$ cat src/pkg/dma_global_pkg.sv
// Package with the register map, field positions and carrier types of the DMA global control block.
package dma_global_pkg;

   // Channel and request source counts.
   localparam int NUM_CHAN = 8;
   localparam int NUM_SRC  = 16;

   // Register byte offsets.
   localparam logic [7:0] OFS_MASKED_IRQ     = 8'h00;
   localparam logic [7:0] OFS_MASKED_TC      = 8'h04;
   localparam logic [7:0] OFS_TC_CLEAR       = 8'h08;
   localparam logic [7:0] OFS_MASKED_ERROR   = 8'h0C;
   localparam logic [7:0] OFS_ERROR_CLEAR    = 8'h10;
   localparam logic [7:0] OFS_RAW_TC         = 8'h14;
   localparam logic [7:0] OFS_RAW_ERROR      = 8'h18;
   localparam logic [7:0] OFS_ENABLED_CHAN   = 8'h1C;
   localparam logic [7:0] OFS_SW_BURST       = 8'h20;
   localparam logic [7:0] OFS_SW_SINGLE      = 8'h24;
   localparam logic [7:0] OFS_SW_LAST_BURST  = 8'h28;
   localparam logic [7:0] OFS_SW_LAST_SINGLE = 8'h2C;
   localparam logic [7:0] OFS_CONFIG         = 8'h30;
   localparam logic [7:0] OFS_SYNC_CONTROL   = 8'h34;

   // Configuration register fields and reset values.
   localparam int         CFG_ENABLE_BIT = 0;
   localparam int         CFG_M1_BIT     = 1;
   localparam int         CFG_M2_BIT     = 2;
   localparam int         CFG_WIDTH      = 3;
   localparam logic [2:0] CFG_RESET      = 3'h0;
   localparam logic [15:0] SYNC_RESET    = 16'h0000;

   // Per-channel and per-source bit vectors.
   typedef logic [NUM_CHAN-1:0] chan_vec_type;
   typedef logic [NUM_SRC-1:0]  src_vec_type;

   // The four request kinds of every source travel together.
   typedef struct packed {
      src_vec_type burst;
      src_vec_type single;
      src_vec_type last_burst;
      src_vec_type last_single;
   } req_group_type;

   localparam int REQ_BITS = 4 * NUM_SRC;

endpackage : dma_global_pkg

$ cat src/hdl/dma_global_control_status.sv
// Global control and status logic of an eight-channel DMA controller with an Avalon-MM register slave.
//
// Summary of operation
// - Combined status: masked error or terminal count.
// - Masked terminal-count status in bits seven down.
// - Writing ones clears terminal-count requests.
// - Masked error status in bits seven down.
// - Writing ones clears error requests.
// - Raw terminal-count requests before masking readable.
// - Raw error requests before masking readable.
// - Enabled channels view, cleared on completion.
// - Software burst request, set by one.
// - Software single request, set by one.
// - Software last-burst request, set by one.
// - Software last-single request, set by one.
// - Request from peripheral input or software bit.
// - Global enable bit, reset zero, saves power.
// - Two endianness bits for both masters.
// - Per-source synchronizer enable, one bypasses.
// - Four sixteen-bit peripheral request groups.
// - Separate terminal-count and error interrupt outputs.
// - Channel disabled after last item completes.
`timescale 1ns/1ps
module dma_global_control_status
   import dma_global_pkg::*;
(
   input  wire logic          sys_clk_i,
   input  wire logic          rst_n_i,
   input  wire logic [7:0]    avs_address_i,
   input  wire logic          avs_read_i,
   input  wire logic          avs_write_i,
   input  wire logic [31:0]   avs_writedata_i,
   input  wire logic [3:0]    avs_byteenable_i,
   output logic      [31:0]   avs_readdata_o,
   output logic               avs_waitrequest_o,
   input  wire req_group_type peripheral_request_in_i,
   input  wire src_vec_type   xfer_done_i,
   input  wire src_vec_type   clear_resp_i,
   input  wire src_vec_type   tc_resp_i,
   output src_vec_type        request_clear_response_o,
   output src_vec_type        terminal_count_response_o,
   input  wire chan_vec_type  tc_event_i,
   input  wire chan_vec_type  error_event_i,
   input  wire chan_vec_type  tc_irq_mask_i,
   input  wire chan_vec_type  error_irq_mask_i,
   input  wire chan_vec_type  chan_enable_set_i,
   input  wire chan_vec_type  chan_disable_i,
   input  wire chan_vec_type  last_item_done_i,
   output req_group_type      engine_request_o,
   output logic               controller_enable_o,
   output logic               master_one_big_endian_o,
   output logic               master_two_big_endian_o,
   output logic               combined_irq_out_o,
   output logic               tc_irq_out_o,
   output logic               error_irq_out_o
);

   // Register state.
   chan_vec_type          raw_tc;        // Terminal-count requests before masking.
   chan_vec_type          raw_error;     // Error requests before masking.
   chan_vec_type          masked_tc;     // Terminal-count requests after masking.
   chan_vec_type          masked_error;  // Error requests after masking.
   chan_vec_type          enabled_chan;  // Channels currently enabled.
   req_group_type         soft_req;      // Pending software requests.
   logic [CFG_WIDTH-1:0]  cfg;           // Enable and endianness bits.
   src_vec_type           sync_bypass;   // One bypasses a source's synchronizer.
   req_group_type         sync_stage1;   // First synchronizer stage.
   req_group_type         sync_stage2;   // Second synchronizer stage.
   req_group_type         periph_req;    // Peripheral requests after sync or bypass.
   logic                  write_fire;    // A write takes effect this edge.
   logic [31:0]           write_bits;    // Write data gated by byte enables.
   logic [31:0]           write_lanes;   // Byte lanes enabled for the current write.
   logic [31:0]           next_readdata; // Read value for the current address.

   // Expands byte enables into a bit mask.
   function automatic logic [31:0] lane_mask(input logic [3:0] be);
      logic [31:0] m;
      m = 32'h0000_0000;
      for (int b = 0; b < 4; b++)
      begin
         m[b*8 +: 8] = {8{be[b]}};
      end
      return m;
   endfunction : lane_mask

   // Next value of a write-one-to-set request bit; the set wins over completion.
   function automatic src_vec_type next_soft(input src_vec_type cur, input logic hit,
                                             input src_vec_type wbits, input src_vec_type done);
      return (cur & ~done) | (hit ? wbits : '0);
   endfunction : next_soft

   // A write is taken at the edge where waitrequest is seen low.
   assign write_fire = avs_write_i & ~avs_waitrequest_o;
   assign write_lanes = lane_mask(avs_byteenable_i);
   assign write_bits  = avs_writedata_i & write_lanes;

   // Masking happens here so that status reads and outputs agree.
   assign masked_tc    = raw_tc & tc_irq_mask_i;
   assign masked_error = raw_error & error_irq_mask_i;

   // Bus handshake: every access waits exactly one cycle, which keeps the
   // read mux off the critical path at the cost of one cycle of latency.
   always_ff @(posedge sys_clk_i)
   begin
      if (!rst_n_i)
      begin
         avs_waitrequest_o <= 1'b1;
      end
      else if ((avs_read_i | avs_write_i) & avs_waitrequest_o)
      begin
         // Answer in the following cycle.
         avs_waitrequest_o <= 1'b0;
      end
      else
      begin
         // Back to waiting once the answer has been taken.
         avs_waitrequest_o <= 1'b1;
      end
   end

   // Read mux; undefined upper bits and unmapped offsets read as zero.
   always_comb
   begin
      next_readdata = 32'h0000_0000;
      unique case (avs_address_i)
         OFS_MASKED_IRQ:     next_readdata[NUM_CHAN-1:0] = masked_tc | masked_error;
         OFS_MASKED_TC:      next_readdata[NUM_CHAN-1:0] = masked_tc;
         OFS_MASKED_ERROR:   next_readdata[NUM_CHAN-1:0] = masked_error;
         OFS_RAW_TC:         next_readdata[NUM_CHAN-1:0] = raw_tc;
         OFS_RAW_ERROR:      next_readdata[NUM_CHAN-1:0] = raw_error;
         OFS_ENABLED_CHAN:   next_readdata[NUM_CHAN-1:0] = enabled_chan;
         OFS_SW_BURST:       next_readdata[NUM_SRC-1:0]  = soft_req.burst;
         OFS_SW_SINGLE:      next_readdata[NUM_SRC-1:0]  = soft_req.single;
         OFS_SW_LAST_BURST:  next_readdata[NUM_SRC-1:0]  = soft_req.last_burst;
         OFS_SW_LAST_SINGLE: next_readdata[NUM_SRC-1:0]  = soft_req.last_single;
         OFS_CONFIG:         next_readdata[CFG_WIDTH-1:0] = cfg;
         OFS_SYNC_CONTROL:   next_readdata[NUM_SRC-1:0]  = sync_bypass;
         default:            next_readdata = 32'h0000_0000;
      endcase
   end

   // Read data is captured when the request is first seen and stands while waitrequest is low.
   always_ff @(posedge sys_clk_i)
   begin
      if (!rst_n_i)
      begin
         avs_readdata_o <= 32'h0000_0000;
      end
      else if (avs_read_i & avs_waitrequest_o)
      begin
         avs_readdata_o <= next_readdata;
      end
   end

   // Raw terminal-count flags; a new event in the clearing cycle survives.
   always_ff @(posedge sys_clk_i)
   begin
      if (!rst_n_i)
      begin
         raw_tc <= '0;
      end
      else if (write_fire && avs_address_i == OFS_TC_CLEAR)
      begin
         raw_tc <= (raw_tc & ~write_bits[NUM_CHAN-1:0]) | tc_event_i;
      end
      else
      begin
         raw_tc <= raw_tc | tc_event_i;
      end
   end

   // Raw error flags, cleared the same way.
   always_ff @(posedge sys_clk_i)
   begin
      if (!rst_n_i)
      begin
         raw_error <= '0;
      end
      else if (write_fire && avs_address_i == OFS_ERROR_CLEAR)
      begin
         raw_error <= (raw_error & ~write_bits[NUM_CHAN-1:0]) | error_event_i;
      end
      else
      begin
         raw_error <= raw_error | error_event_i;
      end
   end

   // Interrupt outputs, each the OR of its masked bits.
   always_ff @(posedge sys_clk_i)
   begin
      if (!rst_n_i)
      begin
         tc_irq_out_o       <= 1'b0;
         error_irq_out_o    <= 1'b0;
         combined_irq_out_o <= 1'b0;
      end
      else
      begin
         tc_irq_out_o       <= |masked_tc;
         error_irq_out_o    <= |masked_error;
         combined_irq_out_o <= |(masked_tc | masked_error);
      end
   end

   // Enabled channels: set by the channel's enable bit, cleared when the
   // channel is switched off or its final linked item has completed.
   always_ff @(posedge sys_clk_i)
   begin
      if (!rst_n_i)
      begin
         enabled_chan <= '0;
      end
      else
      begin
         enabled_chan <= (enabled_chan & ~(chan_disable_i | last_item_done_i)) | chan_enable_set_i;
      end
   end

   // Software request registers; zero bits written leave them alone.
   always_ff @(posedge sys_clk_i)
   begin
      if (!rst_n_i)
      begin
         soft_req <= '0;
      end
      else
      begin
         soft_req.burst <= next_soft(soft_req.burst, write_fire && avs_address_i == OFS_SW_BURST,
                                     write_bits[NUM_SRC-1:0], xfer_done_i);
         soft_req.single <= next_soft(soft_req.single, write_fire && avs_address_i == OFS_SW_SINGLE,
                                      write_bits[NUM_SRC-1:0], xfer_done_i);
         soft_req.last_burst <= next_soft(soft_req.last_burst, write_fire && avs_address_i == OFS_SW_LAST_BURST,
                                          write_bits[NUM_SRC-1:0], xfer_done_i);
         soft_req.last_single <= next_soft(soft_req.last_single,
                                           write_fire && avs_address_i == OFS_SW_LAST_SINGLE,
                                           write_bits[NUM_SRC-1:0], xfer_done_i);
      end
   end

   // Configuration and synchronizer control registers.
   always_ff @(posedge sys_clk_i)
   begin
      if (!rst_n_i)
      begin
         cfg         <= CFG_RESET;
         sync_bypass <= SYNC_RESET;
      end
      else if (write_fire && avs_address_i == OFS_CONFIG)
      begin
         cfg <= (cfg & ~write_lanes[CFG_WIDTH-1:0]) | write_bits[CFG_WIDTH-1:0];
      end
      else if (write_fire && avs_address_i == OFS_SYNC_CONTROL)
      begin
         sync_bypass <= (sync_bypass & ~write_lanes[NUM_SRC-1:0])
                        | write_bits[NUM_SRC-1:0];
      end
   end

   // Control outputs registered from the configuration flops, one cycle behind them.
   always_ff @(posedge sys_clk_i)
   begin
      if (!rst_n_i)
      begin
         controller_enable_o     <= 1'b0;
         master_one_big_endian_o <= 1'b0;
         master_two_big_endian_o <= 1'b0;
      end
      else
      begin
         controller_enable_o     <= cfg[CFG_ENABLE_BIT];
         master_one_big_endian_o <= cfg[CFG_M1_BIT];
         master_two_big_endian_o <= cfg[CFG_M2_BIT];
      end
   end

   // Two-stage synchronizers for all 64 request lines; the first stage feeds
   // only the second. While the controller is off they are held at zero, so
   // no stale level fires a request at re-enable and nothing toggles.
   for (genvar i = 0; i < REQ_BITS; i++)
   begin : g_sync
      always_ff @(posedge sys_clk_i)
      begin
         if (!rst_n_i || !cfg[CFG_ENABLE_BIT])
         begin
            sync_stage1[i] <= 1'b0;
            sync_stage2[i] <= 1'b0;
         end
         else
         begin
            sync_stage1[i] <= peripheral_request_in_i[i];
            sync_stage2[i] <= sync_stage1[i];
         end
      end
      // Bypassed sources react two cycles sooner but must share our clock.
      assign periph_req[i] = sync_bypass[i % NUM_SRC] ? peripheral_request_in_i[i] : sync_stage2[i];
   end

   // Requests handed to the transfer engine, peripheral or software.
   always_ff @(posedge sys_clk_i)
   begin
      if (!rst_n_i)
      begin
         engine_request_o <= '0;
      end
      else if (cfg[CFG_ENABLE_BIT])
      begin
         engine_request_o <= periph_req | soft_req;
      end
      else
      begin
         engine_request_o <= '0;
      end
   end

   // Responses to the peripherals; the peripheral must not raise a new
   // request while its clear response stands, so no guard is kept here.
   always_ff @(posedge sys_clk_i)
   begin
      if (!rst_n_i)
      begin
         request_clear_response_o  <= '0;
         terminal_count_response_o <= '0;
      end
      else
      begin
         request_clear_response_o  <= clear_resp_i;
         terminal_count_response_o <= tc_resp_i;
      end
   end
endmodule : dma_global_control_status

$ cat config.mk
export PLATFORM = sky130hd
export DESIGN_NAME = dma_global_control_status
export DESIGN_NICKNAME = d
export VERILOG_FILES = /design/src/pkg/dma_global_pkg.sv /design/src/hdl/dma_global_control_status.sv
export SDC_FILE = /design/constraint.sdc
export NUM_CORES = 1
export LEC_CHECK = 0
export BUFFER_PORTS_ARGS = -buffer_cell sky130_fd_sc_hd__buf_2
export CORE_ASPECT_RATIO = 1.25
export CORE_MARGIN = 2
export CORE_UTILIZATION = 52
export CTS_CLUSTER_SIZE = 12
export DETAILED_ROUTE_END_ITERATION = 6
export HOLD_SLACK_MARGIN = 0.06
export PLACE_DENSITY_LB_ADDON = 0.3
export SYNTH_ARGS = -nofsm -noshare
export SYNTH_HDL_FRONTEND = slang
export SYNTH_SLANG_ARGS = --single-unit
$ cat constraint.sdc
create_clock -name sys_clk_i -period 1.9 [get_ports sys_clk_i]
set_input_delay 0.285 -clock sys_clk_i [delete_from_list [all_inputs] [get_ports sys_clk_i]]
set_output_delay 0.285 -clock sys_clk_i [all_outputs]
set_load 0.01 [all_outputs]
==> results_dict.tcl <==
set metrics [dict create \
    core_region_area_sq_mm 0.0243 \
    cp_max_fo 11 \
    post_dp_cell_area_sq_mm 0.0150 \
    start_kind "input port" \
    drcViolationCount 0 \
    clock_latency_ns 0.52 \
    slew_headroom 0.577 \
    fin_area_sq_mm 0.0174 \
    setup_slack_ns 0.318 \
    cts_setup_buffers 0 \
    period_minus_slack_ns 1.58 \
    globalplace.congestion 0.908 \
    rsz0062_at_grt "false" \
    htreeDepth 2 \
    pre_cts_slack_ns -0.0275 \
    die_w_um 144 \
    netlist_instances 1326 \
    pwr-share-comb 0.071 \
    nFillCells 1830 \
    power_switching_mw 3.37 \
    setup_viol 0 \
    synth_area_leader_cell "dfxtp_1" \
    ff2ff_path_depth 6 \
    clock_path_buffers 3 \
    drv_cap 0 \
    start_util 0.527 \
    async_flop_share 0 \
    tns_ns 0 \
    wl_um 43000 \
    core.rowCount 64 \
    critPathKind "input port to flop" \
    synth_enable_flop_cells 0 \
    arrival_ns 1.96 \
    wl_per_cell_um 20.1 \
    postRouteAntennaNets 0 \
    post-route-period-util 0.832 \
    yosys.area.top_type_share 0.553 \
    grt.overflow.total 0 \
    dpl.cell_count 1954 \
    hold_buffers 135 \
    root_buffer "clkbuf_16" \
    synth_flop_cell "dfxtp_1" \
    intPower_mw 11.8 \
    peakVddDrop_mv 0.637 \
    layout-drive-gt1-share 0.253 \
    grt_use_total 0.322 \
    cts.repair.resized 0 \
    yosysMostFrequentCell "dfxtp_1" \
    critPathRequiredTime_ns 2.28 \
    clock_skew_ns 0.00709 \
    finalNonFillerCells 2143 \
    drt_iter0_markers 992 \
    clkSinkCount 354 \
    vias 11700 \
    die_area_sq_mm 0.0259 \
    synth_common_cells "354 x dfxtp_1, 131 x and3_1, 122 x a21oi_1" \
    ys_types 58 \
    ys.warnings.count 0 \
    ys_ff_latch 354 \
    io_buffers 316 \
    synth_seq_area_share 0.553 \
    syn_area_per_cell_sq_um 9.67 \
    synth.area.top_cells "dfxtp_1 55%, and3_1 6.4%, mux2i_1 5.6%, and2_1 5.0%, a21oi_1 4.8%" \
    timing.fmax_ghz 0.632 \
    slew_viol_final 0 \
    seqPwrFrac 0.500 \
    drt_pre_antenna_iters 6 \
    p_per_area_mw_per_mm2 870 \
    grt_max_degree 104 \
    reg2reg_to "raw_tc[7]$_SDFF_PN0_" \
    r2r_slack_ns 0.41 \
    outcome "completed" \
    worst_pin_slew_ns 0.634 \
    min_from "peripheral_request_in_i[20]" \
    grt_pass1_vias 11900 \
    numCtsBuffers 36 \
    path_clk_slew_ns 0.06 \
    via_per_inst 5.46 \
    antenna_found_initial 2 \
    dpl.hpwl_um 28900 \
    hold_depth 2 \
    syn_to_final_growth_pct 35.5 \
    whs_endpoint "sync_stage1[20]$_SDFF_PN0_" \
    cts_tree "done" \
    hold_viol_final 0 \
    pwr-share-clk 0.429 \
    p_sw_frac 0.223 \
    reg2reg_from "avs_waitrequest_o$_SDFF_PN1_" \
    boundaryPins 351 \
    fin_nets 2013 \
    cp-end-kind "flop" \
    die_y_um 180 \
    grt_pass1_wl_um 64700 \
    p_leak_nw 7.71 \
    hp-class "input port to flop" \
    synth_area_sq_mm 0.0128 \
]
## worst max path at each step
| stage | slack (ns) | end | from | cells after the start |
|---|---|---|---|---|
| 3_3_place_gp | 0.004 | soft_req[59]$_SDFF_PN0_ | avs_address_i[4] | 7 |
| 2_1_floorplan | 0.23 | avs_readdata_o[6]$_SDFFE_PN0P_ | avs_address_i[5] | 8 |
| 3_5_place_dp | -0.03 | avs_readdata_o[7]$_SDFFE_PN0P_ | avs_address_i[2] | 8 |
| 5_1_grt | 0.27 | raw_tc[7]$_SDFF_PN0_ | avs_write_i | 8 |
| 4_1_cts | 0.42 | raw_tc[7]$_SDFF_PN0_ | avs_write_i | 8 |
| 6_report | 0.32 | raw_tc[7]$_SDFF_PN0_ | avs_write_i | 8 |
## power by group through the flow
stage | Combinational, mW | Clock, mW | Sequential (mW)
6_report | 1.07 | 6.49 | 7.57
4_1_cts | 1.04 | 6.56 | 7.57
2_1_floorplan | 0.334 | 0 | 7.74
3_5_place_dp | 0.811 | 0 | 7.73
3_3_place_gp | 0.803 | 0 | 7.73
5_1_grt | 1.14 | 6.86 | 7.57
## area by class of cell
cell class                      instances  area [sq um]  area share
Inverter                               83           312      0.0179
Antenna cell                            4          10.0    0.000576
Multi-Input combinational cell        792          4960       0.285
Clock buffer                           48          1020      0.0586
Timing Repair Buffer                  530          3550       0.204
Clock inverter                          2          23.8     0.00137
Sequential cell                       354          7090       0.408
Tap cell                              330           413      0.0238
## logic make-up (layout without fill, tap and decap cells)
family	count (synthesis)	after routing	share of synthesized area
buffers and inverters	195	663	0.0662
AO/OA/AOI/OAI	296	296	0.139
flip-flops	354	354	0.553
AND/OR/NAND/NOR	405	405	0.183
other	1	20	0.000292
multiplexers	75	75	0.0588
## sequential cells by signal, summed over array words and instances, names as in the netlist, named ones only
register and cells:
avs_readdata_o 16, avs_waitrequest_o 1, combined_irq_out_o 1, controller_enable_o 1
enabled_chan 8, engine_request_o 64, error_irq_out_o 1, master_one_big_endian_o 1
master_two_big_endian_o 1, raw_error 8, raw_tc 8, request_clear_response_o 16
soft_req 64, sync_stage1 64, sync_stage2 64, tc_irq_out_o 1
terminal_count_response_o 16
## through the flow
stage                     utilization  power (mW)  hold slack (ns)
after floorplan                     -        8.08            0.401
after global placement          0.615        8.53            0.430
after detailed placement        0.615        8.54            0.450
after CTS                       0.714        15.2           0.0612
after global routing            0.714        15.6           0.0759
final                           0.714        15.1           0.0796
## layer usage
metal	vias up	share of wire	GRT usage
li1	5498	-	-
met1	5512	0.37	0.369
met2	560	0.50	0.559
met3	138	0.076	0.0575
met4	0	0.057	0.177
met5	-	0	0
## critical path, cell delays in order
cell and delay [ns]:
dlygate4sd3_1 0.53, buf_2 0.12, nor2b_1 0.17, buf_4 0.27, nand3_1 0.10, buf_4 0.18
o21ai_0 0.20, a21oi_1 0.09
## cells in the final DEF (no fill, tap or decap), types with 9 or more instances in the layout
master	Yosys	layout
dfxtp_1	354	353
buf_2	16	315
dlygate4sd3_1	0	135
and3_1	131	131
a21oi_1	122	122
and2_1	102	102
nand2_1	88	87
inv_1	83	83
buf_4	18	78
mux2i_1	72	72
o22ai_1	69	69
clkbuf_16	0	38
o21ai_0	37	37
nor2_1	36	36
a22oi_1	19	19
conb_1	1	16
nand3_1	9	9
(Power assumes the default switching activity.)
